$ cat src/rtl/slsink_defines.vh
// constants for the streaming link sink interface: register map, fields, reset values, timing
// assumes a 125 MHz system clock and a fixed lane count
`ifndef SLSINK_DEFINES_VH
`define SLSINK_DEFINES_VH

// lane count and derived widths
`define SLSINK_LANES        4
`define SLSINK_WORD_W       64
`define SLSINK_DATA_W       256
`define SLSINK_SYNC_W       8
`define SLSINK_ERR_W        9

// clock and reset sequence timing
`define SLSINK_CLK_MHZ      125
`define SLSINK_RSTSEQ_NS    64
`define SLSINK_RSTSEQ_CYC   ((`SLSINK_RSTSEQ_NS * `SLSINK_CLK_MHZ + 999) / 1000)
`define SLSINK_RSTCNT_W     8

// register byte offsets (word index times four)
`define SLSINK_ADDR_W       4
`define SLSINK_OFF_CTRL     4'h0
`define SLSINK_OFF_STATUS   4'h4
`define SLSINK_OFF_ERR      4'h8

// control register fields
`define SLSINK_CTRL_ADV     0
`define SLSINK_CTRL_ECC     1
`define SLSINK_CTRL_BURST   2
`define SLSINK_CTRL_RESET   3'h4

// status register fields
`define SLSINK_ST_LINKUP    0
`define SLSINK_ST_RSTBUSY   1
`define SLSINK_ST_STARTED   2

// error vector fields, relative to the lane count
`define SLSINK_ERR_ALIGN    (`SLSINK_LANES)
`define SLSINK_ERR_ZERO     (`SLSINK_LANES + 1)
`define SLSINK_ERR_OVF      (`SLSINK_LANES + 2)
`define SLSINK_ERR_CORR     (`SLSINK_LANES + 3)
`define SLSINK_ERR_UNCORR   (`SLSINK_LANES + 4)

// crc-32 constants, reflected form
`define SLSINK_CRC_POLY     32'hEDB88320
`define SLSINK_CRC_INIT     32'hFFFFFFFF
`define SLSINK_CRC_FLIP     32'h00000001

`endif

$ cat src/rtl/slsink_crc_tx.v
// running crc-32 of the outgoing words, with a test path that corrupts it
// assumes words arrive on a one-cycle valid strobe in the same clock
`timescale 1ns/1ps
`include "slsink_defines.vh"

module slsink_crc_tx (
  input  wire                       clk_i,      // system clock
  input  wire                       rst_i,      // synchronous reset, active high
  input  wire                       start_i,    // restart the crc (first word of burst)
  input  wire                       valid_i,    // word strobe
  input  wire [`SLSINK_WORD_W-1:0]  word_i,     // outgoing word
  input  wire                       inject_i,   // corrupt the crc while high
  output reg  [31:0]                crc_o       // crc sent with the word
);

  reg [31:0] crc_ff;  // running crc, uncorrupted

  // crc-32 over one 64-bit word, lsb first
  function [31:0] slsink_crc64;
    input [31:0] seed;
    input [`SLSINK_WORD_W-1:0] d;
    integer i;
    reg [31:0] c;
    begin
      c = seed;
      for (i = 0; i < `SLSINK_WORD_W; i = i + 1) begin
        if (c[0] ^ d[i]) begin
          c = (c >> 1) ^ `SLSINK_CRC_POLY;
        end else begin
          c = c >> 1;
        end
      end
      slsink_crc64 = c;
    end
  endfunction

  // advance crc and drive the sent value
  always @(posedge clk_i) begin
    if (rst_i) begin
      crc_ff <= `SLSINK_CRC_INIT;
      crc_o  <= 32'h00000000;
    end else if (valid_i) begin
      crc_ff <= slsink_crc64(start_i ? `SLSINK_CRC_INIT : crc_ff, word_i);
      // corrupt sent crc
      crc_o  <= slsink_crc64(start_i ? `SLSINK_CRC_INIT : crc_ff, word_i)
                ^ (inject_i ? `SLSINK_CRC_FLIP : 32'h00000000);
    end
  end

endmodule

$ cat src/rtl/slsink_top.v
// receive-side user interface of a multi-lane streaming link
// assumes a link layer delivering aligned lane words and error strobes, all synchronous to clk_i
//
// Function
// standard mode: own sink clock times transfers
// advanced mode: core-domain clock output times transfers
// standard mode: sink reset follows master reset
// advanced mode: core reset follows master reset
// link ready only after initialization complete
// consumer ignores words while link down
// payload sixty-four bits per lane
// eight-bit sideband from remote partner
// end sideband counts invalid words last cycle
// word valid marks every valid data cycle
// burst mode: first flag opens burst
// continuous mode: first flag only once
// burst mode: last flag closes burst
// optional end marker shown in continuous
// error vector lanes plus five, ecc bits
// fifo overflow bit in standard mode
// zero bit, alignment bit, lane crc bits
// single-bit crc error injection input
// injection corrupts outgoing crc-32
// master reset resets link layer
//
// The implementer's own choices: the register addresses and the Wishbone slave port.
`timescale 1ns/1ps
`include "slsink_defines.vh"

module slsink_top (
  input  wire                        clk_i,              // system clock, 125 MHz
  input  wire                        rst_i,              // synchronous reset, active high
  // wishbone classic slave
  input  wire                        wb_cyc_i,           // bus cycle
  input  wire                        wb_stb_i,           // strobe
  input  wire                        wb_we_i,            // write enable
  input  wire [`SLSINK_ADDR_W-1:0]   wb_adr_i,           // byte address
  input  wire [3:0]                  wb_sel_i,           // byte lanes
  input  wire [31:0]                 wb_dat_i,           // write data
  output reg  [31:0]                 wb_dat_o,           // read data
  output reg                         wb_ack_o,           // acknowledge
  // master reset and link layer side
  input  wire                        core_reset_i,       // master reset, active high
  input  wire                        lane_init_done_i,   // lanes locked and aligned
  input  wire                        lane_valid_i,       // recovered word valid
  input  wire [`SLSINK_DATA_W-1:0]   lane_data_i,        // recovered words, lane 0 lowest
  input  wire [`SLSINK_SYNC_W-1:0]   lane_sync_i,        // sideband from remote partner
  input  wire                        lane_first_i,       // burst opens with this word
  input  wire                        lane_last_i,        // burst closes with this word
  input  wire [`SLSINK_LANES-1:0]    lane_crc_err_i,     // per-lane crc-32 error strobes
  input  wire                        lane_align_lost_i,  // alignment lost
  input  wire                        fifo_ovf_i,         // adaptation fifo overflow
  input  wire                        seu_corr_i,         // corrected upset
  input  wire                        seu_uncorr_i,       // uncorrectable upset
  output reg                         lane_take_o,        // word sampled last cycle
  // transmit test path
  input  wire                        tx_valid_i,         // outgoing word strobe
  input  wire                        tx_first_i,         // outgoing burst start
  input  wire [`SLSINK_WORD_W-1:0]   tx_word_i,          // outgoing word
  input  wire                        crc_error_inject_i, // corrupt outgoing crc
  output wire [31:0]                 tx_crc_o,           // crc sent with the word
  // sink user interface
  output reg                         sink_clk_o,         // standard mode interface clock
  output reg                         sink_rst_o,         // standard mode interface reset
  output reg                         core_if_clk_o,      // advanced mode interface clock
  output reg                         core_if_rst_o,      // advanced mode interface reset
  output reg                         sink_link_up_o,     // link ready
  output reg  [`SLSINK_DATA_W-1:0]   sink_data_o,        // received payload
  output reg  [`SLSINK_SYNC_W-1:0]   sink_sync_o,        // sideband value
  output reg                         sink_valid_o,       // word valid
  output reg                         sink_burst_first_o, // burst opens
  output reg                         sink_burst_last_o,  // burst closes
  output reg  [`SLSINK_ERR_W-1:0]    sink_error_o        // error vector
);

  // control and state registers
  reg [2:0]                   ctrl_ff;       // adv, ecc, burst
  reg [`SLSINK_ERR_W-1:0]     err_sticky_ff; // sticky copy of the error vector
  reg                         div_ff;        // interface clock phase
  reg [`SLSINK_RSTCNT_W-1:0]  rstcnt_ff;     // reset sequence counter
  reg                         started_ff;    // continuous stream has begun

  // reset sequence state, one-hot
  localparam ST_HOLD = 3'b001;               // master reset high
  localparam ST_SEQ  = 3'b010;               // sequence running
  localparam ST_DONE = 3'b100;               // interface released
  reg [2:0] state_ff;                        // current state
  reg [2:0] nxt_state;                       // next state

  // decoded helpers
  wire adv_mode   = ctrl_ff[`SLSINK_CTRL_ADV];
  wire ecc_en     = ctrl_ff[`SLSINK_CTRL_ECC];
  wire burst_mode = ctrl_ff[`SLSINK_CTRL_BURST];
  wire tick       = div_ff;                  // last cycle of an interface clock high phase
  wire wb_req     = wb_cyc_i & wb_stb_i & ~wb_ack_o;
  // writes land on the edge at which the master samples ack, with the request still held
  wire wb_wr      = wb_cyc_i & wb_stb_i & wb_we_i & wb_ack_o;
  wire seq_busy   = ~state_ff[2];
  wire link_ok    = state_ff[2] & lane_init_done_i & ~lane_align_lost_i;

  // error vector assembled from this cycle's events
  // don't-care bits are driven zero so a stale value never reads as an event
  reg [`SLSINK_ERR_W-1:0] nxt_err;           // live error vector

  // ecc upset bits
  // overflow bit
  // zero, alignment, crc bits
  always @* begin
    nxt_err = {`SLSINK_ERR_W{1'b0}};
    nxt_err[`SLSINK_LANES-1:0]   = lane_crc_err_i;
    nxt_err[`SLSINK_ERR_ALIGN]   = lane_align_lost_i;
    nxt_err[`SLSINK_ERR_ZERO]    = 1'b0;
    nxt_err[`SLSINK_ERR_OVF]     = fifo_ovf_i & ~adv_mode;
    nxt_err[`SLSINK_ERR_CORR]    = seu_corr_i & ecc_en & ~adv_mode;
    nxt_err[`SLSINK_ERR_UNCORR]  = seu_uncorr_i & ecc_en & ~adv_mode;
  end

  // reset sequence next state
  // master reset restarts
  always @* begin
    case (state_ff)
      ST_HOLD: begin
        nxt_state = core_reset_i ? ST_HOLD : ST_SEQ;
      end
      ST_SEQ: begin
        if (core_reset_i) begin
          nxt_state = ST_HOLD;
        end else if (rstcnt_ff == (`SLSINK_RSTSEQ_CYC - 1)) begin
          nxt_state = ST_DONE;
        end else begin
          nxt_state = ST_SEQ;
        end
      end
      ST_DONE: begin
        nxt_state = core_reset_i ? ST_HOLD : ST_DONE;
      end
      default: begin
        nxt_state = ST_HOLD;
      end
    endcase
  end

  // reset sequence state and counter
  // the counter is cleared outside the sequence so a second master reset restarts it
  always @(posedge clk_i) begin
    if (rst_i) begin
      state_ff  <= ST_HOLD;
      rstcnt_ff <= {`SLSINK_RSTCNT_W{1'b0}};
    end else begin
      state_ff <= nxt_state;
      // count only while the sequence runs
      if (state_ff == ST_SEQ) begin
        rstcnt_ff <= rstcnt_ff + 1'b1;
      end else begin
        rstcnt_ff <= {`SLSINK_RSTCNT_W{1'b0}};
      end
    end
  end

  // interface clocks: half rate, only the selected mode's clock runs
  // the idle mode's clock is parked low so its consumer sees no stray edges
  always @(posedge clk_i) begin
    if (rst_i) begin
      div_ff        <= 1'b0;
      sink_clk_o    <= 1'b0;
      core_if_clk_o <= 1'b0;
    end else begin
      div_ff        <= ~div_ff;
      // standard clock output
      sink_clk_o    <= ~div_ff & ~adv_mode;
      // advanced clock output
      core_if_clk_o <= ~div_ff & adv_mode;
    end
  end

  // interface resets follow the sequence, each only in its mode
  always @(posedge clk_i) begin
    if (rst_i) begin
      sink_rst_o    <= 1'b1;
      core_if_rst_o <= 1'b1;
    end else begin
      // standard mode reset
      sink_rst_o    <= (seq_busy | core_reset_i) & ~adv_mode;
      // advanced mode reset
      core_if_rst_o <= (seq_busy | core_reset_i) & adv_mode;
    end
  end

  // sink stream outputs, updated once per interface clock on its falling edge
  // holding them across the rising edge gives the consumer half a period of setup and hold
  always @(posedge clk_i) begin
    if (rst_i || core_reset_i) begin
      sink_link_up_o     <= 1'b0;
      sink_data_o        <= {`SLSINK_DATA_W{1'b0}};
      sink_sync_o        <= {`SLSINK_SYNC_W{1'b0}};
      sink_valid_o       <= 1'b0;
      sink_burst_first_o <= 1'b0;
      sink_burst_last_o  <= 1'b0;
      sink_error_o       <= {`SLSINK_ERR_W{1'b0}};
      started_ff         <= 1'b0;
      lane_take_o        <= 1'b0;
    end else begin
      lane_take_o <= tick & lane_valid_i;
      if (tick) begin
        // ready after initialization
        sink_link_up_o <= link_ok;
        sink_error_o   <= nxt_err;
        // valid every data cycle
        sink_valid_o   <= lane_valid_i;
        if (lane_valid_i) begin
          // full width payload
          sink_data_o <= lane_data_i;
          // sideband captured at burst edges
          // end value passed untouched
          if (lane_first_i || lane_last_i) begin
            sink_sync_o <= lane_sync_i;
          end
          if (burst_mode) begin
            // burst opens
            sink_burst_first_o <= lane_first_i;
          end else begin
            // continuous opens once
            sink_burst_first_o <= lane_first_i & ~started_ff;
          end
          // burst closes
          // optional continuous end
          sink_burst_last_o <= lane_last_i;
          // a last word rearms the continuous first flag; burst mode keeps it clear
          if (burst_mode || lane_last_i) begin
            started_ff <= 1'b0;
          end else if (lane_first_i) begin
            started_ff <= 1'b1;
          end
        end else begin
          // flags never linger on a non-valid cycle
          sink_burst_first_o <= 1'b0;
          sink_burst_last_o  <= 1'b0;
        end
      end
    end
  end

  // the test path runs beside the sink logic and shares only clock and reset
  // crc injection path
  // corrupted outgoing crc
  slsink_crc_tx slsink_crc_tx_i (
    .clk_i    (clk_i),
    .rst_i    (rst_i),
    .start_i  (tx_first_i),
    .valid_i  (tx_valid_i),
    .word_i   (tx_word_i),
    .inject_i (crc_error_inject_i),
    .crc_o    (tx_crc_o)
  );

  // register writes and sticky error capture; new events win over clearing
  always @(posedge clk_i) begin
    if (rst_i) begin
      ctrl_ff       <= `SLSINK_CTRL_RESET;
      err_sticky_ff <= {`SLSINK_ERR_W{1'b0}};
    end else begin
      // control register, low byte lane
      if (wb_wr && wb_sel_i[0] && wb_adr_i == `SLSINK_OFF_CTRL) begin
        ctrl_ff <= wb_dat_i[2:0];
      end
      // write one to clear, set wins
      if (wb_wr && wb_adr_i == `SLSINK_OFF_ERR) begin
        err_sticky_ff <= (err_sticky_ff & ~(wb_dat_i[`SLSINK_ERR_W-1:0]
                         & {{(`SLSINK_ERR_W-8){wb_sel_i[1]}}, {8{wb_sel_i[0]}}})) | nxt_err;
      end else begin
        err_sticky_ff <= err_sticky_ff | nxt_err;
      end
    end
  end

  // wishbone answer: ack one cycle after the request, dropped the next cycle
  // read data stays zero outside the ack cycle so a shared bus needs no gating
  always @(posedge clk_i) begin
    if (rst_i) begin
      wb_ack_o <= 1'b0;
      wb_dat_o <= 32'h00000000;
    end else begin
      wb_ack_o <= wb_req;
      wb_dat_o <= 32'h00000000;
      if (wb_req && !wb_we_i) begin
        case (wb_adr_i)
          `SLSINK_OFF_CTRL: begin
            wb_dat_o <= {29'h0000000, ctrl_ff};
          end
          `SLSINK_OFF_STATUS: begin
            wb_dat_o <= {29'h0000000, started_ff, seq_busy, sink_link_up_o};
          end
          `SLSINK_OFF_ERR: begin
            wb_dat_o <= {{(32-`SLSINK_ERR_W){1'b0}}, err_sticky_ff};
          end
          default: begin
            // unmapped reads as zero
            wb_dat_o <= 32'h00000000;
          end
        endcase
      end
    end
  end

endmodule

$ cat config.mk
export PLATFORM = sky130hd
export DESIGN_NAME = slsink_top
export DESIGN_NICKNAME = d
export VERILOG_FILES = /design/src/rtl/slsink_crc_tx.v /design/src/rtl/slsink_top.v
export VERILOG_INCLUDE_DIRS = /design/src /design/src/rtl
export SDC_FILE = /design/constraint.sdc
export NUM_CORES = 1
export LEC_CHECK = 0
export BUFFER_PORTS_ARGS = -buffer_cell sky130_fd_sc_hd__buf_2
export CAP_MARGIN = 40
export CELL_PAD_IN_SITES_DETAIL_PLACEMENT = 1
export CELL_PAD_IN_SITES_GLOBAL_PLACEMENT = 1
export CORE_AREA = 2 2 287 289
export CTS_CLUSTER_SIZE = 25
export DETAILED_ROUTE_END_ITERATION = 8
export DIE_AREA = 0 0 289 291
export HOLD_SLACK_MARGIN = 0.08
export PLACE_DENSITY = 0.69
export SYNTH_ARGS = -nofsm -noshare
export SYNTH_HDL_FRONTEND = slang
export SYNTH_SLANG_ARGS = --single-unit
export TNS_END_PERCENT = 1
$ cat constraint.sdc
create_clock -name clk_i -period 8.64 [get_ports clk_i]
set_input_delay 0.864 -clock clk_i [delete_from_list [all_inputs] [get_ports clk_i]]
set_output_delay 0.864 -clock clk_i [all_outputs]
set_load 0.02 [all_outputs]
; After elaboration in Yosys (flattened, before gate mapping)
; Index checks and enable logic that the tools add are counted.
[totals]
out_inout_bits = 347
input_bits = 389
elab_cells = 410
regBits = 403
[op_classes]
reduce_logical = 15
n_mux = 206
addsub = 1
bitwise = 160
eq_ne = 6
[ops]
columns = op, count
row1 = $mux 32, 193
row2 = $not 13->14, 64
row3 = $xor 1x1->1, 64
row4 = $xor 32x32->32, 1
row5 = $pmux 9 s3, 1
row6 = $and 9x9->9, 2
row7 = $or 9x9->9, 2
row8 = $and 1x1->1, 17
row9 = $mux 3, 3
row10 = $mux 9, 1
row11 = $not 9->9, 1
row12 = $pmux 3 s3, 1
row13 = $add 8x1->8 const B, 1
row14 = $eq 8x3->1 const B, 1
row15 = $not 1->1, 8
row16 = $mux 1, 6
row17 = $reduce_and 3->1, 2
row18 = $eq 4x3->1 const B, 1
row19 = $eq 4x4->1 const B, 1
row20 = $logic_and 1x1->1, 4
row21 = $logic_not 4->1, 1
row22 = $reduce_or 2->1, 2
row23 = $eq 3x1->1 const B, 1
row24 = $eq 3x2->1 const B, 1
row25 = other kinds (7), 9

; Longest topological paths before layout
; Gate-level depths: netlist of the first run.
[logic_depth]
depth_word = 258
ltp_mapped = 22
mapped_depth_nobuf = 17

; By module
; A second synthesis of the first run with hierarchy kept.
[hier_totals]
hier_cells = 2224
hier_area_um2 = 21141.5
[by_module_without_submodules]
columns = module, n_inst, area_per_inst_um2, cells_each
row1 = slsink_top, 1, 11199.5, 1375
row2 = slsink_crc_tx, 1, 9942.0, 849

; Least setup slack after synthesis of the first run
; Ideal clock, no wire load.
[synth_path]
path_kind = input to register
startpoint = in tx_first_i
endpoint = reg slsink_crc_tx_i.crc_o[15]
stages = 18
t_arrival_ns = 6.310
setup_time_ns = 0.132
slack_ns = 2.198
cell_sequence = buf_4 buf_4 nor2_1 xnor2_1 xnor3_1 xnor3_1 xnor3_2 xor3_1 xnor2_2 xnor3_1 xnor3_1 xnor2_1 xnor3_2 xnor2_4 xor2_1 xnor3_1 nand2_1 a21oi_1
[synth_via]
elab_chain_len = 222
elab_cells_between_ends = 314
classes_between = mux (193) / bitwise (121)
[synth_rtl]
columns = item, line
row1 = from (decl), slsink_top.v:58  ; input wire tx_first_i,
row2 = $mux 32 *, slsink_crc_tx.v:45  ; crc_o <= slsink_crc64(start_i ? `SLSINK_CRC_INIT : crc_ff, word_i)
row3 = "$xor 1x1->1, or another cell as far along", slsink_crc_tx.v:27  ; if (c[0] ^ d[i]) begin
row4 = $mux 32 *, slsink_crc_tx.v:27
row5 = $mux 32 *, slsink_crc_tx.v:42  ; end else if (valid_i) begin
row6 = $mux 32 *, slsink_crc_tx.v:39  ; if (rst_i) begin
row7 = $mux 32 *, slsink_crc_tx.v:27
row8 = $mux 32 *, slsink_crc_tx.v:42
row9 = $mux 32 *, slsink_crc_tx.v:39
row10 = [206 not listed], --
row11 = $mux 32 *, slsink_crc_tx.v:27
row12 = $mux 32 *, slsink_crc_tx.v:42
row13 = $mux 32 *, slsink_crc_tx.v:39
row14 = $not 13->14 (no line) / $xor 1x1->1 (equally long branches), --
row15 = $mux 32 *, slsink_crc_tx.v:27
row16 = $mux 32 *, slsink_crc_tx.v:42
row17 = $mux 32 *, slsink_crc_tx.v:39
row18 = $xor 32x32->32 *, slsink_crc_tx.v:45
row19 = to (signal assigned), slsink_crc_tx.v:45
row20 = to (decl), slsink_crc_tx.v:13  ; output reg [31:0] crc_o
; Mark *: on every way between the ends. The select of a mux whose other input is x is not followed.
; A chain may end at the register's enable or synchronous reset.

; Worst setup path after layout of the first run
[layout_path]
startpoint = in tx_first_i
endpoint = reg slsink_crc_tx_i.crc_o[16]
[layout_via]
elab_chain_len = 222
elab_cells_between_ends = 314
classes_between = mux (193) / bitwise (121)
[layout_rtl]
columns = item, line
row1 = $mux 32 *, slsink_crc_tx.v:45
row2 = $xor 1x1->1 / $not 13->14 (equally long branches), --
row3 = $mux 32 *, slsink_crc_tx.v:27
row4 = $mux 32 *, slsink_crc_tx.v:42
row5 = $mux 32 *, slsink_crc_tx.v:39
row6 = $mux 32 *, slsink_crc_tx.v:27
row7 = $mux 32 *, slsink_crc_tx.v:42
row8 = $mux 32 *, slsink_crc_tx.v:39
row9 = [206 not listed], --
row10 = $mux 32 *, slsink_crc_tx.v:39
row11 = $mux 32 *, slsink_crc_tx.v:27
row12 = $mux 32 *, slsink_crc_tx.v:42
row13 = $mux 32 *, slsink_crc_tx.v:39
row14 = $mux 32 *, slsink_crc_tx.v:27
row15 = $mux 32 *, slsink_crc_tx.v:42
row16 = $mux 32 *, slsink_crc_tx.v:39
row17 = $xor 32x32->32 *, slsink_crc_tx.v:45
; Marks and branches as above.

==> results of run 1 <==
-- flip-flops by register name, indices dropped and copies added, names as in the netlist, 3 cells and up --
name	flops
wb_dat_o	9
sink_sync_o	8
slsink_crc_tx_i.crc_o	32
err_sticky_ff	9
rstcnt_ff	8
ctrl_ff	3
state_ff	3
sink_error_o	8
sink_data_o	256
slsink_crc_tx_i.crc_ff	32
-- final timing paths --
kind                                            end  slack, ps  cells after the start
max          slsink_crc_tx_i.crc_o[16]$_SDFFE_PP0P_       1440                     17
max reg2reg  slsink_crc_tx_i.crc_o[16]$_SDFFE_PP0P_       1440                     17
min reg2reg                       div_ff$_SDFF_PP0_        410                      1
min                               div_ff$_SDFF_PP0_        410                      1
-- logic make-up after synthesis --
kind of cell	count (synthesis)	synth area share [%]
AOI/OAI and AO/OA	335	8.417
xor gates and xnor gates	577	35.90
adders and majority gates	1	0.06007
buffers and inverters	164	3.635
DFF	380	36.53
muxes	18	0.8651
other	1	0.01801
and+or+nand+nor	771	14.57
-- cell usage after synthesis (2+ instances only) --
master	n	area share (%)
nand2_1	567	10
dfxtp_1	380	37
a21oi_1	301	7.2
xnor2_1	276	12
nor2_1	136	2.5
xor2_1	117	4.9
clkbuf_1	109	2.0
xnor3_1	101	11
buf_4	33	1.2
xnor2_2	30	2.3
nor3_1	25	0.60
xor3_1	20	2.3
o21bai_1	19	0.68
mux2i_1	18	0.87
xnor3_2	17	1.9
and2_1	14	0.42
inv_1	8	0.14
buf_2	7	0.17
xnor2_4	7	0.93
nand3_1	6	0.14
buf_1	5	0.090
nand2b_1	5	0.15
or3_1	4	0.12
xor2_2	4	0.31
xor2_4	4	0.53
nor2b_1	3	0.090
o21ai_0	3	0.072
a21o_1	2	0.072
a22oi_1	2	0.072
and3_1	2	0.060
nor2_2	2	0.060
o21ai_1	2	0.048
or2_1	2	0.060
-- layer usage --
layer | vias to the layer above | wire length [um] | global-route usage [%]
li1 | 8457 | - | -
met1 | 8419 | 34040 | 23.07
met2 | 564 | 40710 | 32.47
met3 | 144 | 7156 | 6.654
met4 | 36 | 2286 | 6.173
met5 | - | 229 | 0
-- critical path: stages --
cell and delay [ps]:
buf_2 380, nor2_1 170, xnor2_1 700, xnor3_1 630, xnor3_1 590, xnor3_2 560, xnor3_1 380, xnor3_1 290
xnor2_2 360, xor2_1 320, xnor3_1 740, xnor2_2 330, xnor2_1 480, xnor2_1 180, xnor3_1 400, nor2_1 150
nor3_1 70
-- cell type report --
class                           count  area [um2]
Clock buffer                       72        1421
Tap cell                         1070        1339
Inverter                            8       30.03
Sequential cell                   380        7607
Clock inverter                     13       166.4
Fill cell                        9681       54350
Multi-Input combinational cell   1726       12560
Antenna cell                       15       37.54
Timing Repair Buffer              709        3676
-- stage by stage --
step	cells	hold WS (ps)
after floorplan	2270	413.0
after global placement	3890	401.0
after detailed placement	3893	407.8
after CTS	3978	415.4
after global routing	3990	444.1
final	3993	412.6
==> key figures, run 1 <==
CTS
  – Clk_lat worst skew: 570 ps
  – CTS-repair resized insts: 0
  – Reg clk slew, reported paths: 60 ps
  – Num CTS Buffers: 47
  – # H-tree levels: 2
  – Maximum buffer depth of the clock tree: 3
  – CTS tree: built
  – CTS root buffer: clkbuf_16
  – Post-CTS Hold Buffers: 0
  – Post-CTS setup buffers: 0
  – Clock sinks: 380

Logic synthesis
  – Syn avg cell area: 9.268 um2
  – Synthesized area: 0.02083 mm2
  – Gate Count Post-Synth: 2247
  – Ys Warns: 0
  – Yosys reg bits: 380
  – Post-synth EDFFs: 0
  – Post-synth ARST share: 0%
  – Synth cell types: 49
  – Synth Flop Type: dfxtp_1
  – Seq/Total Area, Yosys: 36.53%

Route
  – Via density: 4.413
  – Via Count: 17.62k
  – Drt first pass iters: 5
  – Drt wl/cell: 21.14 um
  – Initial drt markers: 868
  – Routed WL: 84410 um
  – Post-route DRC violation count: 0
  – Post-route antenna net violation count: 0

Floorplan
  – Die X: 289 um
  – Initial Utilization: 25.65%
  – IO Pins: 736
  – CORE AREA: 0.08119 mm2
  – Die ar.: 0.08410 mm2
  – Standard-cell rows: 105
  – Die H: 291 um

Layout
  – Commonest non-fill, non-tap cell in the layout: buf_2
  – Share of layout cells above drive strength 1: 29.33%
  – Final Cell Area: 0.02684 mm2
  – Commonest cells after routing, fill and taps aside: 686 x buf_2, 566 x nand2_1, 380 x dfxtp_1
  – Layout Nets: 3262
  – Area Overhead vs Synth: 28.87%
  – Util after Layout: 33.06%

Timing
  – Setup ws final: 1436 ps
  – Slew @ Worst Pin: 1066 ps
  – Slew Viols, Final: 0
  – Final setup fails: 0
  – Final worst-path cycle share: 83.38%
  – RSZ-0062 raised after global routing: false
  – Final hold viol count: 0
  – Minimum clock period: 7204 ps
  – Max frequency: 138.8 MHz
  – Setup TNS: 0 ps
  – Rel. slew slack: 28.95%
  – Clock skew: 12.32 ps

Placement
  – Routability cong.: 0.8798
  – Input/output buffers: 686
  – Placed inst area: 0.02521 mm2
  – Hpwl dp: 67240 um
  – Setup WS pre-CTS: 795.8 ps

Worst setup path
  – Setup crit end kind: flip-flop
  – Crit path from: tx_first_i
  – Crit path DAT: 7620 ps
  – Crit path required time: 9060 ps
  – Reg2reg start: slsink_crc_tx_i.crc_ff[4]$_SDFFE_PP1P_
  – WS Path Type: in2reg
  – CP Launch Type: primary input
  – Max FO, Critical Path: 23

Hold path
  – Hold WC Path Type: reg2reg
  – Hold path startpoint: div_ff$_SDFF_PP0_

Global route
  – GRT Total Usage: 19.37%
  – Initial antenna violation count: 38
  – Global route overflow: 0
  – First-pass GRT wire length: 120000 um
  – Number of global-route vias before repair: 17.90k
  – Largest net degree at the start of global routing: 195

Job
  – Max cap viols: 0

Run status
  – Run status: complete, no violations
Power of run 1 is left out: the tool's default activity adds up to more than one toggle a clock period on the data nets, which glitch-free logic cannot reach.
==> run 2: changes to the inputs <==
--- a/config.mk
+++ b/config.mk
@@ -10,12 +10,12 @@
 export CAP_MARGIN = 40
 export CELL_PAD_IN_SITES_DETAIL_PLACEMENT = 1
 export CELL_PAD_IN_SITES_GLOBAL_PLACEMENT = 1
-export CORE_AREA = 2 2 287 289
+export CORE_AREA = 2 2 290 292
 export CTS_CLUSTER_SIZE = 25
 export DETAILED_ROUTE_END_ITERATION = 8
-export DIE_AREA = 0 0 289 291
+export DIE_AREA = 0 0 292 294
 export HOLD_SLACK_MARGIN = 0.08
-export PLACE_DENSITY = 0.69
+export PLACE_DENSITY = 0.71
 export SYNTH_ARGS = -nofsm -noshare
 export SYNTH_HDL_FRONTEND = slang
 export SYNTH_SLANG_ARGS = --single-unit
==> constraint.sdc (replaced) <==
create_clock -name clk_i -period 6 [get_ports clk_i]
set_input_delay 0.6 -clock clk_i [delete_from_list [all_inputs] [get_ports clk_i]]
set_output_delay 0.6 -clock clk_i [all_outputs]
set_load 0.02 [all_outputs]
==> run 2 against run 1 <==
  * Cell area is 11% higher
  * Critical path type is now reg2reg
  * Global-route usage is 0.99 points higher
  * Count of clock-buffer cells in the layout is 3 lower
  * Sequential cell count unchanged
  * Setup slack got worse by 1300 ps
==> key figures, run 2 (synthesized netlist as in run 1, its figures left out) <==
Worst setup path
  – Crit path cell chain: buf_12 -> nor2_1 -> xnor2_1 -> xnor3_2 -> xnor3_2 -> buf_4 -> xor2_2 -> xnor3_1 -> xnor2_2 -> buf_4 -> xnor3_1 -> xnor3_1 -> xnor2_2 -> xnor3_2 -> buf_4 -> xnor2_1 -> xnor3_1 -> xnor2_1 -> and2_1 -> nor3_1 (was buf_2 -> nor2_1 -> xnor2_1 -> xnor3_1 -> xnor3_1 -> xnor3_2 -> xnor3_1 -> xnor3_1 -> xnor2_2 -> xor2_1 -> xnor3_1 -> xnor2_2 -> xnor2_1 -> xnor2_1 -> xnor3_1 -> nor2_1 -> nor3_1)
  – Crit path DAT: 6230 ps (was 7620 ps)
  – Max incr delay on CP: 590 ps (was 740 ps)
  – FF-to-FF path depth: 20 (was 17)
  – Max FO, Critical Path: 5 (was 23)
  – WS Path Type: reg2reg (was in2reg)
  – Crit-path leading delay family: XOR/XNOR gates (unchanged)
  – Setup crit end kind: flip-flop (unchanged)
  – Crit path required time: 6390 ps (was 9060 ps)
  – Reg2reg start: slsink_crc_tx_i.crc_ff[3]$_SDFFE_PP1P_ (was slsink_crc_tx_i.crc_ff[4]$_SDFFE_PP1P_)
  – FF-to-FF End: slsink_crc_tx_i.crc_o[4]$_SDFFE_PP0P_ (was slsink_crc_tx_i.crc_o[16]$_SDFFE_PP0P_)
  – Setup crit end: slsink_crc_tx_i.crc_o[4]$_SDFFE_PP0P_ (was slsink_crc_tx_i.crc_o[16]$_SDFFE_PP0P_)
  – Stages on the worst setup path: 20 (was 17)
  – CP bufs+invs: 4 (was 1)
  – Most frequent CP cell: xnor3_1 (unchanged)
  – CP Launch Type: flip-flop (was primary input)
  – Crit path from: slsink_crc_tx_i.crc_ff[3]$_SDFFE_PP1P_ (was tx_first_i)
  – Worst path slowest cell: xnor3_1 (unchanged)
  – R2r setup slk: 160 ps (was 1440 ps)

Floorplan
  – Die H: 294 um (was 291 um)
  – CORE AREA: 0.08289 mm2 (was 0.08119 mm2)
  – IO Pins: 736 (unchanged)
  – Standard-cell rows: 106 (was 105)
  – Die X: 292 um (was 289 um)
  – Initial Utilization: 25.12% (was 25.65%)
  – Die ar.: 0.08585 mm2 (was 0.08410 mm2)

Placement
  – Input/output buffers: 686 (unchanged)
  – Hpwl dp: 73830 um (was 67240 um)
  – Routability cong.: 0.9024 (was 0.8798)

Route
  – Routed WL: 92410 um (was 84410 um)
  – Post-route DRC violation count: 0 (unchanged)
  – Initial drt markers: 919 (was 868)
  – Via Count: 18.98k (was 17.62k)
  – Drt wl/cell: 21.51 um (was 21.14 um)
  – Post-route antenna net violation count: 0 (unchanged)
  – Via density: 4.418 (was 4.413)
  – Drt first pass iters: 5 (unchanged)

Layout
  – Biggest register: sink_data_o (unchanged)
  – Share of layout cells above drive strength 1: 38.12% (was 29.33%)
  – FILL cells: 9843 (was 9681)
  – Largest registers: sink_data_o (256), slsink_crc_tx_i.crc_ff (32), slsink_crc_tx_i.crc_o (32) (unchanged)
  – Commonest cells after routing, fill and taps aside: 686 x buf_2, 566 x nand2_1, 375 x dfxtp_1 (was 686 x buf_2, 566 x nand2_1, 380 x dfxtp_1)
  – Layout Nets: 3552 (was 3262)
  – Commonest non-fill, non-tap cell in the layout: buf_2 (unchanged)
  – Number of flip-flops in the largest register: 256 (unchanged)
  – Area Overhead vs Synth: 42.48% (was 28.87%)
  – Area occupied by multi-input gates: 0.01302 mm2 (was 0.01256 mm2)
  – FF/Latch Area: 0.007614 mm2 (was 0.007607 mm2)

Timing
  – Final hold viol count: 0 (unchanged)
  – WHS: 164.7 ps (was 412.6 ps)
  – Slew @ Worst Pin: 971.3 ps (was 1066 ps)
  – Final setup fails: 0 (unchanged)
  – Rel. slew slack: 35.25% (was 28.95%)
  – Final worst-path cycle share: 97.28%
  – Max frequency: 171.3 MHz
  – Minimum clock period: 5837 ps
  – Clock skew: 62.09 ps (was 12.32 ps)
  – Slew Viols, Final: 0 (unchanged)

CTS
  – Num CTS Buffers: 47 (unchanged)
  – CTS tree: built (unchanged)
  – Clock sinks: 380 (unchanged)
  – Maximum buffer depth of the clock tree: 3 (unchanged)
  – Reg clk slew, reported paths: 60 ps (about the same)
  – CTS root buffer: clkbuf_16 (unchanged)
  – # H-tree levels: 2 (unchanged)
  – Clk_lat worst skew: 600 ps (was 570 ps)
  – Post-CTS Hold Buffers: 0 (unchanged)

Job
  – Max cap viols: 0 (unchanged)

Global route
  – GRT Total Usage: 20.35% (was 19.37%)
  – Global route overflow: 0 (unchanged)
  – Largest net degree at the start of global routing: 179 (was 195)
  – Number of global-route vias before repair: 19.64k (was 17.90k)
  – First-pass GRT wire length: 129300 um (was 120000 um)
  – Initial antenna violation count: 44 (was 38)

Hold path
  – Hold WC Path Type: in2reg (was reg2reg)

Run status
  – Run status: complete, no violations (unchanged)
[run 2: what timing repair did]
action	4_1_cts	5_1_grt
buffers inserted	1	14
endpoints found under the hold margin	0	0
setup endpoints to repair	25	59
pin swaps	1	18
resized for setup	7	58
[run 2: metrics by stage]
step	worst slack, ps	setup TNS, ps	std cells	utilization (%)	cell area (um2)
after global placement	-291.9	-6057	4175	33.12	27460
after detailed placement	-404.6	-17240	4178	33.19	27510
after global routing	-95.66	-779.5	4288	35.77	29650
after CTS	4.093	0	4261	35.19	29170
final	163.4	0	4297	35.80	29670
after floorplan	-30.79	-83.38	2270	-	21020
[run 2: area by class of cell]
cell class	instances	area share (%)
multi-input cells	1726	43.88
well taps	1080	4.554
repair buffers	999	20.19
diodes	22	0.1855
clock buffers	69	4.820
flip-flops and latches	380	25.66
clock inverters	13	0.6072
inverters	8	0.1012
[run 2: metal layers]
layer,share of wire [%],track usage (%),up-vias
li1,-,-,9040
met1,40,24.55,9054
met2,47,33.18,644
met3,8.1,6.805,204
met4,4.3,8.411,40
met5,0.27,0,-
[run 2: worst min-delay path by stage]
stage	cells past startpoint	start	slack (ps)	endpoint
2_1_floorplan	1	rstcnt_ff[0]$_SDFF_PP0_	410	rstcnt_ff[0]$_SDFF_PP0_
5_1_grt	2	wb_dat_i[5]	130	err_sticky_ff[5]$_SDFFE_PP0P_
3_5_place_dp	1	rstcnt_ff[0]$_SDFF_PP0_	440	rstcnt_ff[0]$_SDFF_PP0_
6_report	2	wb_dat_i[5]	160	err_sticky_ff[5]$_SDFFE_PP0P_
4_1_cts	2	wb_dat_i[5]	110	err_sticky_ff[5]$_SDFFE_PP0P_
3_3_place_gp	1	rstcnt_ff[0]$_SDFF_PP0_	430	rstcnt_ff[0]$_SDFF_PP0_
Power of run 2 is left out for the same reason.
